--- config.mk ---
export PLATFORM = sky130hd
export DESIGN_NAME = csb_top
export DESIGN_NICKNAME = d
export VERILOG_FILES = /design/src/hdl/csb_pkg.sv /design/src/hdl/csb_reg_if.sv /design/src/hdl/csb_i2c_slave.sv /design/src/hdl/csb_top.sv
export VERILOG_INCLUDE_DIRS = /design/src /design/src/hdl
export SDC_FILE = /design/constraint.sdc
export NUM_CORES = 1
export LEC_CHECK = 0
export ABC_CLOCK_PERIOD_IN_PS = 9000
export CAP_MARGIN = 20
export CELL_PAD_IN_SITES_DETAIL_PLACEMENT = 1
export CELL_PAD_IN_SITES_GLOBAL_PLACEMENT = 1
export CORE_AREA = 3 3 131 184
export CTS_CLUSTER_DIAMETER = 30
export DETAILED_ROUTE_END_ITERATION = 10
export DIE_AREA = 0 0 134 187
export DONT_BUFFER_PORTS = 1
export GPL_TIMING_DRIVEN = 0
export PLACE_DENSITY = 0.81
export SKIP_LAST_GASP = 1
export SYNTH_ARGS = -nofsm -noshare
export SYNTH_HDL_FRONTEND = slang
export SYNTH_SLANG_ARGS = --single-unit
--- constraint.sdc ---
create_clock -name i_mclk -period 9 [get_ports i_mclk]
set_clock_uncertainty 0.05 [all_clocks]
set_input_delay 1.35 -clock i_mclk [delete_from_list [all_inputs] [get_ports i_mclk]]
set_output_delay 1.35 -clock i_mclk [all_outputs]
set_load 0.01 [all_outputs]
--- src/hdl/csb_map.svh ---
`ifndef CSB_MAP_SVH
`define CSB_MAP_SVH

// ----------------------------------------
// register offsets and reset values
// ----------------------------------------
`define CSB_OFS_CHG_SHORT 8'h09
`define CSB_OFS_BALANCE 8'h0a
`define CSB_OFS_NVM_CTRL 8'h0b
`define CSB_RST_CHG_SHORT 8'h00
`define CSB_RST_BALANCE 8'h00
`define CSB_RST_NVM_CTRL 8'h00
`define CSB_NVM_WRITE_KEY 8'h41
`define CSB_NVM_PREREAD_KEY 8'h62

// ----------------------------------------
// field positions
// ----------------------------------------
`define CSB_DSEL_HI 7
`define CSB_DSEL_LO 4
`define CSB_TRIP_HI 3
`define CSB_TRIP_LO 0
`define CSB_MODE_HI 7
`define CSB_MODE_LO 6
`define CSB_TSEL_HI 5
`define CSB_TSEL_LO 4
`define CSB_VSEL_HI 3
`define CSB_VSEL_LO 0

// ----------------------------------------
// balance modes
// ----------------------------------------
`define CSB_MODE_OFF 2'h0
`define CSB_MODE_ALWAYS 2'h1
`define CSB_MODE_CHG 2'h2
`define CSB_MODE_CHG_TMR 2'h3

// ----------------------------------------
// thresholds, mV
// ----------------------------------------
`define CSB_TRIP_BASE_LO 11'h00a
`define CSB_TRIP_STEP_LO 11'h005
`define CSB_TRIP_BASE_HI 11'h032
`define CSB_TRIP_STEP_HI 11'h019
`define CSB_CBV_TOP_MV 13'hf3c
`define CSB_CBV_STEP_MV 13'h064

// ----------------------------------------
// timing
// ----------------------------------------
`define CSB_CLK_MHZ 25
`define CSB_DLY_STEP_US 60
`define CSB_DLY_STEP_CYC (`CSB_DLY_STEP_US * `CSB_CLK_MHZ)
`define CSB_SEC_CYC (`CSB_CLK_MHZ * 1000000)
`define CSB_HOUR_SEC 3600
`define CSB_I2C_ACK_BITS 4'h8

`endif

--- src/hdl/csb_pkg.sv ---
`default_nettype none
package csb_pkg;
  typedef enum logic [1:0] {BAL_IDLE, BAL_RUN, BAL_DONE} csb_bal_st_t;
  typedef enum logic [2:0] {I2C_IDLE, I2C_ADDR, I2C_PTR, I2C_WR, I2C_RD}
    csb_i2c_st_t;
endpackage
`default_nettype wire

--- src/hdl/csb_reg_if.sv ---
`timescale 1ns/1ns
`default_nettype none
interface csb_reg_if;
  logic wr_stb;
  logic [7:0] addr;
  logic [7:0] wdata;
  logic [7:0] rdata;
  modport link_side (output wr_stb, output addr, output wdata,
    input rdata);
  modport regs_side (input wr_stb, input addr, input wdata,
    output rdata);
endinterface
`default_nettype wire

--- src/hdl/csb_i2c_slave.sv ---
`timescale 1ns/1ns
`default_nettype none
`include "csb_map.svh"
module csb_i2c_slave #(
  parameter logic [6:0] DEV_ADDR = 7'h10
) (
  // clock and reset
  input wire logic i_mclk,
  input wire logic i_sys_rst,
  // pins
  input wire logic i_port_en,
  input wire logic i_scl,
  input wire logic i_sda,
  output logic o_sda_oe,
  // register side
  csb_reg_if.link_side bus
);
  csb_pkg::csb_i2c_st_t st_ff, nxt_st;
  logic [3:0] cnt_ff, nxt_cnt;
  logic [7:0] sh_ff, nxt_sh, ptr_ff, nxt_ptr;
  logic ack_ff, nxt_ack, nack_ff, nxt_nack, oe_ff, nxt_oe, wr_ff, nxt_wr;
  logic scl_q_ff, sda_q_ff, scl, sda, start, stop, rise, fall;

  assign o_sda_oe = oe_ff;
  assign bus.wr_stb = wr_ff;
  assign bus.addr = ptr_ff;
  assign bus.wdata = sh_ff;

  // ----------------------------------------
  // bit engine
  // ----------------------------------------
  always_comb begin
    scl = i_port_en ? i_scl : 1'b1;
    sda = i_port_en ? i_sda : 1'b1;
    start = scl & scl_q_ff & sda_q_ff & ~sda;
    stop = scl & scl_q_ff & ~sda_q_ff & sda;
    rise = scl & ~scl_q_ff;
    fall = ~scl & scl_q_ff;
    nxt_st = st_ff;
    nxt_cnt = cnt_ff;
    nxt_sh = sh_ff;
    nxt_ptr = ptr_ff;
    nxt_ack = ack_ff;
    nxt_nack = nack_ff;
    nxt_oe = oe_ff;
    nxt_wr = 1'b0;
    if (!i_port_en || stop) begin
      nxt_st = csb_pkg::I2C_IDLE;
      nxt_oe = 1'b0;
      nxt_ack = 1'b0;
    end else if (start) begin
      nxt_st = csb_pkg::I2C_ADDR;
      nxt_cnt = 4'h0;
      nxt_oe = 1'b0;
      nxt_ack = 1'b0;
    end else if (rise && st_ff != csb_pkg::I2C_IDLE) begin
      if (ack_ff) begin
        nxt_nack = sda;
      end else begin
        nxt_cnt = cnt_ff + 4'h1;
        if (st_ff != csb_pkg::I2C_RD) begin
          nxt_sh = {sh_ff[6:0], sda};
        end
      end
    end else if (fall && st_ff != csb_pkg::I2C_IDLE) begin
      if (ack_ff) begin
        nxt_ack = 1'b0;
        nxt_cnt = 4'h0;
        nxt_oe = 1'b0;
        if (st_ff == csb_pkg::I2C_RD) begin
          if (nack_ff) begin
            nxt_st = csb_pkg::I2C_IDLE;
          end else begin
            nxt_sh = bus.rdata;
            nxt_oe = ~bus.rdata[7];
          end
        end
      end else if (cnt_ff == `CSB_I2C_ACK_BITS) begin
        nxt_ack = 1'b1;
        nxt_oe = 1'b1;
        unique case (st_ff)
          csb_pkg::I2C_ADDR: begin
            if (sh_ff[7:1] == DEV_ADDR) begin
              nxt_st = sh_ff[0] ? csb_pkg::I2C_RD : csb_pkg::I2C_PTR;
            end else begin
              nxt_st = csb_pkg::I2C_IDLE;
              nxt_ack = 1'b0;
              nxt_oe = 1'b0;
            end
          end
          csb_pkg::I2C_PTR: begin
            nxt_ptr = sh_ff;
            nxt_st = csb_pkg::I2C_WR;
          end
          csb_pkg::I2C_WR: nxt_wr = 1'b1;
          csb_pkg::I2C_RD: nxt_oe = 1'b0;
          csb_pkg::I2C_IDLE: nxt_st = csb_pkg::I2C_IDLE;
        endcase
      end else if (st_ff == csb_pkg::I2C_RD) begin
        nxt_sh = {sh_ff[6:0], 1'b0};
        nxt_oe = ~sh_ff[6];
      end
    end
  end

  always_ff @(posedge i_mclk) begin
    if (i_sys_rst) begin
      st_ff <= csb_pkg::I2C_IDLE;
      cnt_ff <= 4'h0;
      sh_ff <= 8'h00;
      ptr_ff <= 8'h00;
      ack_ff <= 1'b0;
      nack_ff <= 1'b0;
      oe_ff <= 1'b0;
      wr_ff <= 1'b0;
      scl_q_ff <= 1'b1;
      sda_q_ff <= 1'b1;
    end else begin
      st_ff <= nxt_st;
      cnt_ff <= nxt_cnt;
      sh_ff <= nxt_sh;
      ptr_ff <= nxt_ptr;
      ack_ff <= nxt_ack;
      nack_ff <= nxt_nack;
      oe_ff <= nxt_oe;
      wr_ff <= nxt_wr;
      scl_q_ff <= scl;
      sda_q_ff <= sda;
    end
  end

  // ----------------------------------------
  // checks
  // ----------------------------------------
  property p_port_off;
    @(posedge i_mclk) disable iff (i_sys_rst)
      !i_port_en |=> !o_sda_oe;
  endproperty
  a_port_off: assert property (p_port_off)
    else $error("data line driven while port disabled");
endmodule
`default_nettype wire

--- src/hdl/csb_top.sv ---
`timescale 1ns/1ns
`default_nettype none
`include "csb_map.svh"
// What this block does
// - upper nibble picks 120-960 us delay
// - lower nibble picks trip level per range
// - gain range bit selects trip level set
// - delay doubled while balancing runs
// - mode 00 keeps balancing off
// - mode 01 runs until timeout, rearms below
// - mode 10 balances only with charger present
// - mode 11 needs charger replug after timeout
// - timer starts when bleeding actually starts
// - timeout 1/2/4/8 hours stops balancing in modes 01 and 11
// - start voltage 3.9 V down to 2.4 V
// - control 0x41 enables nonvolatile writes
// - control 0x62 triggers a pre-read
// - control register resets to zero
// - serial pins live only with port enable
module csb_top #(
  parameter int NCELL = 10,
  parameter int CELL_W = 13,
  parameter int DLY_STEP_CYC = `CSB_DLY_STEP_CYC,
  parameter int SEC_CYC = `CSB_SEC_CYC,
  parameter int HOUR_SEC = `CSB_HOUR_SEC,
  parameter logic [6:0] DEV_ADDR = 7'h10
) (
  // clock and reset
  input wire logic i_mclk,
  input wire logic i_sys_rst,
  // configuration port
  input wire logic i_config_port_enable,
  input wire logic i_scl,
  input wire logic i_sda,
  output logic o_sda_o,
  output logic o_sda_oe,
  // analog side
  input wire logic i_sense_gain_range,
  input wire logic signed [11:0] i_sense_mv,
  input wire logic [NCELL*CELL_W-1:0] i_cell_mv,
  input wire logic i_charger_det,
  input wire logic i_nvm_prog,
  // results
  output logic o_charge_short_circuit,
  output logic o_bal_active,
  output logic [NCELL-1:0] o_bleed,
  output logic o_nvm_write_en,
  output logic o_nvm_preread,
  output logic o_nvm_commit
);
  csb_reg_if rif ();
  csb_pkg::csb_bal_st_t bal_st_ff, nxt_bal_st;
  logic [7:0] short_cfg_ff, nxt_short_cfg, bal_cfg_ff, nxt_bal_cfg;
  logic [7:0] nvm_ctrl_ff, nxt_nvm_ctrl;
  logic [16:0] dly_cnt_ff, nxt_dly_cnt, dly_lim;
  logic [24:0] tick_cnt_ff, nxt_tick_cnt;
  logic [14:0] secs_ff, nxt_secs, tmo_lim;
  logic fault_ff, nxt_fault, act_ff, nxt_act, wen_ff, nxt_wen;
  logic pre_ff, nxt_pre, commit_ff, nxt_commit, prog_q_ff, sda_o_ff;
  logic [NCELL-1:0] bleed_ff, nxt_bleed, cell_at;
  logic [10:0] trip_mag;
  logic [12:0] sense_neg;
  logic [CELL_W-1:0] bal_thr;
  logic [3:0] dsel, tsel_steps;
  logic [1:0] mode;
  logic over, any_at, expired;
  csb_i2c_slave #(.DEV_ADDR(DEV_ADDR)) u_link (
    .i_mclk(i_mclk),
    .i_sys_rst(i_sys_rst),
    .i_port_en(i_config_port_enable),
    .i_scl(i_scl),
    .i_sda(i_sda),
    .o_sda_oe(o_sda_oe),
    .bus(rif.link_side)
  );
  assign o_sda_o = sda_o_ff;
  assign o_charge_short_circuit = fault_ff;
  assign o_bal_active = act_ff;
  assign o_bleed = bleed_ff;
  assign o_nvm_write_en = wen_ff;
  assign o_nvm_preread = pre_ff;
  assign o_nvm_commit = commit_ff;

  // ----------------------------------------
  // register file
  // ----------------------------------------
  always_comb begin
    nxt_short_cfg = short_cfg_ff;
    nxt_bal_cfg = bal_cfg_ff;
    nxt_nvm_ctrl = nvm_ctrl_ff;
    if (rif.wr_stb) begin
      unique case (rif.addr)
        `CSB_OFS_CHG_SHORT: nxt_short_cfg = rif.wdata;
        `CSB_OFS_BALANCE: nxt_bal_cfg = rif.wdata;
        `CSB_OFS_NVM_CTRL: nxt_nvm_ctrl = rif.wdata;
        default: nxt_nvm_ctrl = nvm_ctrl_ff;
      endcase
    end
    unique case (rif.addr)
      `CSB_OFS_CHG_SHORT: rif.rdata = short_cfg_ff;
      `CSB_OFS_BALANCE: rif.rdata = bal_cfg_ff;
      `CSB_OFS_NVM_CTRL: rif.rdata = nvm_ctrl_ff;
      default: rif.rdata = 8'h00;
    endcase
    nxt_wen = nxt_nvm_ctrl == `CSB_NVM_WRITE_KEY;
    nxt_pre = rif.wr_stb && rif.addr == `CSB_OFS_NVM_CTRL
      && rif.wdata == `CSB_NVM_PREREAD_KEY;
    // commit only when armed; a stray pin pulse is harmless
    nxt_commit = wen_ff & prog_q_ff & ~i_nvm_prog;
  end
  // ----------------------------------------
  // charge short-circuit qualifier
  // ----------------------------------------
  always_comb begin
    dsel = short_cfg_ff[`CSB_DSEL_HI:`CSB_DSEL_LO];
    // reserved code 0 behaves as the shortest delay
    tsel_steps = (dsel == 4'h0) ? 4'h1 : dsel;
    dly_lim = 17'((tsel_steps + 1) * DLY_STEP_CYC);
    if (bal_st_ff == csb_pkg::BAL_RUN) begin
      dly_lim = {dly_lim[15:0], 1'b0};
    end
    if (i_sense_gain_range) begin
      trip_mag = `CSB_TRIP_BASE_HI + 11'(`CSB_TRIP_STEP_HI
        * short_cfg_ff[`CSB_TRIP_HI:`CSB_TRIP_LO]);
    end else begin
      trip_mag = `CSB_TRIP_BASE_LO + 11'(`CSB_TRIP_STEP_LO
        * short_cfg_ff[`CSB_TRIP_HI:`CSB_TRIP_LO]);
    end
    sense_neg = 13'(-$signed({i_sense_mv[11], i_sense_mv}));
    over = $signed(sense_neg) >= $signed({2'b00, trip_mag});
    nxt_dly_cnt = dly_cnt_ff;
    if (!over) begin
      nxt_dly_cnt = 17'h00000;
    end else if (dly_cnt_ff < dly_lim) begin
      nxt_dly_cnt = dly_cnt_ff + 17'h00001;
    end
    nxt_fault = over && dly_cnt_ff >= dly_lim;
  end
  // ----------------------------------------
  // cell balancing
  // ----------------------------------------
  assign bal_thr = CELL_W'(`CSB_CBV_TOP_MV - `CSB_CBV_STEP_MV
    * bal_cfg_ff[`CSB_VSEL_HI:`CSB_VSEL_LO]);
  genvar g;
  generate
    for (g = 0; g < NCELL; g++) begin : g_cell
      assign cell_at[g] = i_cell_mv[g*CELL_W +: CELL_W] >= bal_thr;
    end
  endgenerate
  always_comb begin
    mode = bal_cfg_ff[`CSB_MODE_HI:`CSB_MODE_LO];
    any_at = |cell_at;
    tmo_lim = 15'(HOUR_SEC) << bal_cfg_ff[`CSB_TSEL_HI:`CSB_TSEL_LO];
    expired = secs_ff >= tmo_lim;
    nxt_bal_st = bal_st_ff;
    nxt_tick_cnt = tick_cnt_ff;
    nxt_secs = secs_ff;
    unique case (bal_st_ff)
      csb_pkg::BAL_IDLE: begin
        if ((mode == `CSB_MODE_ALWAYS && any_at)
            || (mode[1] && i_charger_det && any_at)) begin
          nxt_bal_st = csb_pkg::BAL_RUN;
          nxt_tick_cnt = 25'h0000000;
          nxt_secs = 15'h0000;
        end
      end
      csb_pkg::BAL_RUN: begin
        if (mode == `CSB_MODE_OFF) begin
          nxt_bal_st = csb_pkg::BAL_IDLE;
        end else if (mode[1] && !i_charger_det) begin
          nxt_bal_st = csb_pkg::BAL_IDLE;
        end else if (expired && mode != `CSB_MODE_CHG) begin
          nxt_bal_st = csb_pkg::BAL_DONE;
        end else if (tick_cnt_ff == 25'(SEC_CYC - 1)) begin
          nxt_tick_cnt = 25'h0000000;
          nxt_secs = secs_ff + 15'h0001;
        end else begin
          nxt_tick_cnt = tick_cnt_ff + 25'h0000001;
        end
      end
      csb_pkg::BAL_DONE: begin
        if (mode == `CSB_MODE_OFF || mode == `CSB_MODE_CHG
            || (mode == `CSB_MODE_ALWAYS && !any_at)
            || (mode == `CSB_MODE_CHG_TMR && !i_charger_det)) begin
          nxt_bal_st = csb_pkg::BAL_IDLE;
        end
      end
      default: nxt_bal_st = csb_pkg::BAL_IDLE;
    endcase
    nxt_act = nxt_bal_st == csb_pkg::BAL_RUN;
    nxt_bleed = nxt_act ? cell_at : '0;
  end
  always_ff @(posedge i_mclk) begin
    if (i_sys_rst) begin
      short_cfg_ff <= `CSB_RST_CHG_SHORT;
      bal_cfg_ff <= `CSB_RST_BALANCE;
      nvm_ctrl_ff <= `CSB_RST_NVM_CTRL;
      bal_st_ff <= csb_pkg::BAL_IDLE;
      dly_cnt_ff <= 17'h00000;
      tick_cnt_ff <= 25'h0000000;
      secs_ff <= 15'h0000;
      fault_ff <= 1'b0;
      act_ff <= 1'b0;
      bleed_ff <= '0;
      wen_ff <= 1'b0;
      pre_ff <= 1'b0;
      commit_ff <= 1'b0;
      prog_q_ff <= 1'b0;
      sda_o_ff <= 1'b0;
    end else begin
      short_cfg_ff <= nxt_short_cfg;
      bal_cfg_ff <= nxt_bal_cfg;
      nvm_ctrl_ff <= nxt_nvm_ctrl;
      bal_st_ff <= nxt_bal_st;
      dly_cnt_ff <= nxt_dly_cnt;
      tick_cnt_ff <= nxt_tick_cnt;
      secs_ff <= nxt_secs;
      fault_ff <= nxt_fault;
      act_ff <= nxt_act;
      bleed_ff <= nxt_bleed;
      wen_ff <= nxt_wen;
      pre_ff <= nxt_pre;
      commit_ff <= nxt_commit;
      prog_q_ff <= i_nvm_prog;
      sda_o_ff <= 1'b0;
    end
  end

  // ----------------------------------------
  // checks
  // ----------------------------------------
  property p_fault_clear;
    @(posedge i_mclk) disable iff (i_sys_rst) !over |=> !fault_ff;
  endproperty
  a_fault_clear: assert property (p_fault_clear)
    else $error("fault held without short condition");
  property p_fault_delay;
    @(posedge i_mclk) disable iff (i_sys_rst)
      $rose(fault_ff) |-> $past(dly_cnt_ff) >= $past(dly_lim);
  endproperty
  a_fault_delay: assert property (p_fault_delay)
    else $error("fault raised before delay ran out");
  property p_mode_off;
    @(posedge i_mclk) disable iff (i_sys_rst)
      mode == `CSB_MODE_OFF |=> !act_ff && bleed_ff == '0;
  endproperty
  a_mode_off: assert property (p_mode_off)
    else $error("balancing active while disabled");
  property p_chg_removed;
    @(posedge i_mclk) disable iff (i_sys_rst)
      mode[1] && !i_charger_det |=> !act_ff;
  endproperty
  a_chg_removed: assert property (p_chg_removed)
    else $error("balancing without charger");
  property p_replug;
    @(posedge i_mclk) disable iff (i_sys_rst)
      bal_st_ff == csb_pkg::BAL_DONE && mode == `CSB_MODE_CHG_TMR
      && i_charger_det |=> !act_ff;
  endproperty
  a_replug: assert property (p_replug)
    else $error("balancing resumed without charger replug");
  property p_timer_start;
    @(posedge i_mclk) disable iff (i_sys_rst)
      $rose(act_ff) |-> secs_ff == 15'h0000 && tick_cnt_ff == 25'h0000000;
  endproperty
  a_timer_start: assert property (p_timer_start)
    else $error("timer not cleared at balance start");
  property p_timeout;
    @(posedge i_mclk) disable iff (i_sys_rst)
      act_ff && expired && mode == `CSB_MODE_ALWAYS |=> !act_ff;
  endproperty
  a_timeout: assert property (p_timeout)
    else $error("balancing past timeout");
  property p_nvm_key;
    @(posedge i_mclk) disable iff (i_sys_rst)
      rif.wr_stb && rif.addr == `CSB_OFS_NVM_CTRL |=>
      ##1 wen_ff == (rif.wdata == `CSB_NVM_WRITE_KEY) || rif.wr_stb;
  endproperty
  a_nvm_key: assert property (p_nvm_key)
    else $error("write enable disagrees with control key");
  property p_preread;
    @(posedge i_mclk) disable iff (i_sys_rst)
      pre_ff |-> nvm_ctrl_ff == `CSB_NVM_PREREAD_KEY ##1 !pre_ff
      || rif.wr_stb;
  endproperty
  a_preread: assert property (p_preread)
    else $error("pre-read pulse without its key");
  property p_rst_zero;
    @(posedge i_mclk) disable iff (i_sys_rst)
      $past(i_sys_rst) |-> nvm_ctrl_ff == 8'h00 && !wen_ff;
  endproperty
  a_rst_zero: assert property (p_rst_zero)
    else $error("control register not zero after reset");
endmodule
`default_nettype wire

==> flow_metrics.py <==
metrics = {
    "floorplan": {
        "start_util_pct": 48.76,
        "die_x_um": 134,
        "fp.dieH_um": 187,
        "die-area_sq_um": 25060,
        "ios": 167,
        "core_area_sq_um": 22530,
        "std_cell_rows": 65,
    },
    "yosys": {
        "synth-xor-area-share_pct": 3.748,
        "synth.avg_cell_area_sq_um": 8.216,
        "synth_area_leaders": "dfxtp_1 (23%), ha_1 (21%), nor2_1 (5.4%), mux2i_1 (4.1%), a21oi_1 (3.7%)",
        "ys_async_sr_fraction_pct": 0,
        "synth-simple-area-share_pct": 22.62,
        "ys_seq_elements": 128,
        "synth.yosys.seq_area_share_pct": 23.33,
        "synth_top_family_by_area": "adder cells",
        "yosys.cell_types.count": 77,
        "synthAdderAreaFrac_pct": 23.44,
        "synth-edff-count": 0,
        "synthFlopType": "dfxtp_1",
        "synth_top_area_share_pct": 23.33,
        "synth_nets": 1685,
        "synth.cell_area_sq_um": 10980,
        "yosysTopAreaCell": "dfxtp_1",
        "ys_warn_count": 0,
        "synth_compound_area_share_pct": 17.33,
        "synth_cells": 1337,
        "synth_mux_area_share_pct": 4.511,
    },
    "critical_path": {
        "cp-startpoint": "short_cfg_ff[5]$_SDFFE_PP0P_",
        "required_ns": 9.24,
        "arrival_ns": 7.72,
        "critical_path.max_fanout": 10,
        "crit_path_frequent_cell": "a21o_1",
        "r2r_cells": 30,
        "rr_startpoint": "short_cfg_ff[5]$_SDFFE_PP0P_",
        "end_kind": "flop",
        "timing.rr.end": "dly_cnt_ff[16]$_SDFFE_PP0N_",
        "crit_path_start_kind": "flop",
        "cpMaxStageDelayCell": "fa_1",
        "critPathKind": "flop to flop",
        "max_stage_delay_ns": 0.48,
        "rrSetupSlack_ns": 1.52,
    },
    "global_routing": {
        "grt_antenna_before_repair": 1,
        "met3_usage_pct": 5.840,
        "use_met2_pct": 50.76,
        "grt_pass1_wl_um": 54010,
        "grtUsageTotal_pct": 26.34,
        "grt_overflow": 0,
        "grt_max_degree": 17,
        "grt_pass1_vias": 10930,
        "grt.busiest_layer": "met2",
        "grtUsageMet1_pct": 26.92,
    },
    "hold_path": {
        "whs_path_depth": 1,
        "hold_path_class": "flop to flop",
        "worstHoldStart": "prog_q_ff$_SDFF_PP0_",
        "whs_endpoint": "o_nvm_commit$_SDFF_PP0_",
    },
    "placement": {
        "dpl-instance-area_sq_um": 11380,
        "gp_congestion": 0.8661,
        "dp.cells": 1640,
        "hpwl_um": 26160,
        "port_buffers": 0,
    },
    "job": {
        "cap_violations": 0,
    },
    "sta": {
        "holdWs_ns": 0.3974,
        "layout_worst_path_cycle_share_pct": 83.13,
        "slew_viol_final": 0,
        "slew_headroom_pct": 25.02,
        "clock.fmax_mhz": 133.7,
        "setup_viol": 0,
        "finalHoldViolations": 0,
        "fin_crit_ns": 7.482,
        "worst_pin_slew_ns": 1.121,
        "tns_ns": 0,
        "rsz0062_at_grt": "no",
    },
    "layout": {
        "area_growth_pct": 9.432,
        "final_area_sq_um": 12020,
        "num-nets-final": 1708,
        "fin_cells": 1675,
        "drive_gt1_share_pct": 5.390,
    },
    "detailed_routing": {
        "num_vias": 10260,
        "vias_per_cell": 6.122,
        "avgRoutedWirePerCell_um": 19.95,
        "drc": 0,
        "first_iter_violations": 513,
        "firstDrtPassIters": 5,
        "drt-total-wl_um": 33420,
        "postRouteAntennaNets": 0,
    },
    "clocking": {
        "h-tree-depth": 4,
        "clk_latency_ns": 0.44,
        "root_buffer": "clkbuf_16",
        "cts_hold_buf": 0,
        "clk_path_buf_depth": 2,
        "cts_resized": 0,
        "cts_tree": "done",
        "clkTransAtPathRegs_ns": 0.06,
        "cts_sinks": 128,
        "cts_buffers": 17,
        "post_cts_buffers": 0,
    },
    "pwr": {
        "ir_drop_uv": 115.0,
        "p_leak_nw": 5.043,
        "p_per_area_nw_per_um2": 116.2,
    },
    "run_status": {
        "status": "complete, no violations",
    },
}
==> where the power goes <==
group | total (mW) | switching, mW | internal, mW | leakage, nW
clock network | 0.744 | 0.300 | 0.445 | 0.306
registers | 0.569 | 0.00130 | 0.568 | 1.03
logic | 0.0833 | 0.0484 | 0.0349 | 3.71
total | 1.40 | 0.349 | 1.05 | 5.04
==> through the flow <==
stage	setup slack (ns)	utilization, %	power [mW]
3_5_place_dp	0.9534	50.52	0.6646
5_1_grt	0.7545	53.36	1.446
4_1_cts	0.8852	53.29	1.408
3_3_place_gp	1.139	50.43	0.6601
6_report	1.518	53.36	1.396
2_1_floorplan	2.239	-	0.6424
==> placed cells by master, fill, tap and decap left out, types with 7 or more instances in the layout <==
cell	count
fa_1	13
dfxtp_1	128
xor2_1	11
nand2b_1	20
and3_1	17
o21ai_0	60
o31ai_1	10
nand4_1	24
a21oi_1	82
nor2_1	157
ha_1	185
nor4_1	11
o21a_1	9
clkbuf_16	17
nor4bb_1	8
mux2i_1	45
clkbuf_1	32
a31oi_1	10
a41oi_1	7
a311oi_1	9
o21ai_1	9
or3_1	11
xnor2_1	36
buf_4	8
inv_1	92
a21o_1	18
a22o_1	7
nand3_1	44
nand2_1	84
a221oi_1	14
or4_1	14
nor3_1	48
nor2b_1	20
==> how the worst max path moves through the flow <==
stage	endpoint	depth (start not counted)	slack [ns]
floorplan	dly_cnt_ff[16]$_SDFFE_PP0N_	29	2.24
CTS	dly_cnt_ff[16]$_SDFFE_PP0N_	29	0.89
finish	dly_cnt_ff[16]$_SDFFE_PP0N_	30	1.52
global placement	dly_cnt_ff[16]$_SDFFE_PP0N_	29	1.14
global route	dly_cnt_ff[16]$_SDFFE_PP0N_	30	0.75
detailed placement	dly_cnt_ff[16]$_SDFFE_PP0N_	29	0.95
==> registers in the layout (all words and copies together) (netlist names), 2 cells and up <==
name and count:
tick_cnt_ff 25, dly_cnt_ff 17, secs_ff 15, o_bleed 10, bal_cfg_ff 8, nvm_ctrl_ff 8, short_cfg_ff 8, u_link.bus.addr 8
u_link.bus.wdata 8, u_link.cnt_ff 4, u_link.st_ff 3, bal_st_ff 2
==> layer usage <==
metal | share of wire, % | wire [um]
met5 | 0 | 0
met4 | 3.6 | 1211
met3 | 4.2 | 1399
met2 | 55 | 18300
met1 | 37 | 12510
==> final cells by class <==
type	instances	area (sq um)
Antenna cell	1	2.502
Buffer	44	202.7
Fill cell	2784	10510
Timing Repair Buffer	4	27.53
Inverter	92	345.3
Clock buffer	17	425.4
Clock inverter	15	197.7
Multi-Input combinational cell	1073	7880
Tap cell	301	376.6
Sequential cell	128	2562
==> critical path, delay by kind of cell (launching register included) <==
kind,cells,cell delay (ns)
AOI/OAI and AO/OA,12,2.34
adders and majority gates,5,2.04
and+or+nand+nor,6,0.95
buffers and inverters,4,0.89
xor gates and xnor gates,3,0.71
DFF,1,0.33
==> synthesized netlist by cell type, drive strengths merged (4+ instances only) <==
| cell type | instances |
|---|---|
| nor4bb | 8 |
| nand4b | 4 |
| a211oi | 6 |
| inv | 92 |
| a311oi | 10 |
| clkbuf | 33 |
| a22o | 7 |
| a21boi | 5 |
| and2 | 6 |
| o311ai | 4 |
| a31oi | 10 |
| o31ai | 11 |
| o211ai | 5 |
| mux2 | 4 |
| a21oi | 82 |
| dfxtp | 128 |
| mux2i | 45 |
| nand4 | 25 |
| a41oi | 7 |
| or3 | 11 |
| buf | 11 |
| nor4b | 4 |
| nor4 | 13 |
| nand3 | 44 |
| o21ai | 69 |
| nand2 | 85 |
| nor3 | 48 |
| nand2b | 21 |
| a221oi | 16 |
| and3 | 17 |
| o21a | 9 |
| nor2 | 157 |
| or2 | 6 |
| ha | 185 |
| fa | 13 |
| a21o | 18 |
| or4 | 16 |
| xor2 | 11 |
| nor2b | 20 |
| a2111oi | 6 |
| xnor2 | 36 |
==> cell families (layout without fill, tap and decap cells) <==
kind of cell / Yosys count / count (layout)
and+or+nand+nor: 493 / 493
AOI/OAI and AO/OA: 285 / 285
adders and majority gates: 198 / 198
buffers and inverters: 136 / 172
DFF: 128 / 128
muxes: 49 / 49
xor gates and xnor gates: 47 / 47
other: 1 / 2
No activity file was read; power rests on OpenSTA's default activity.
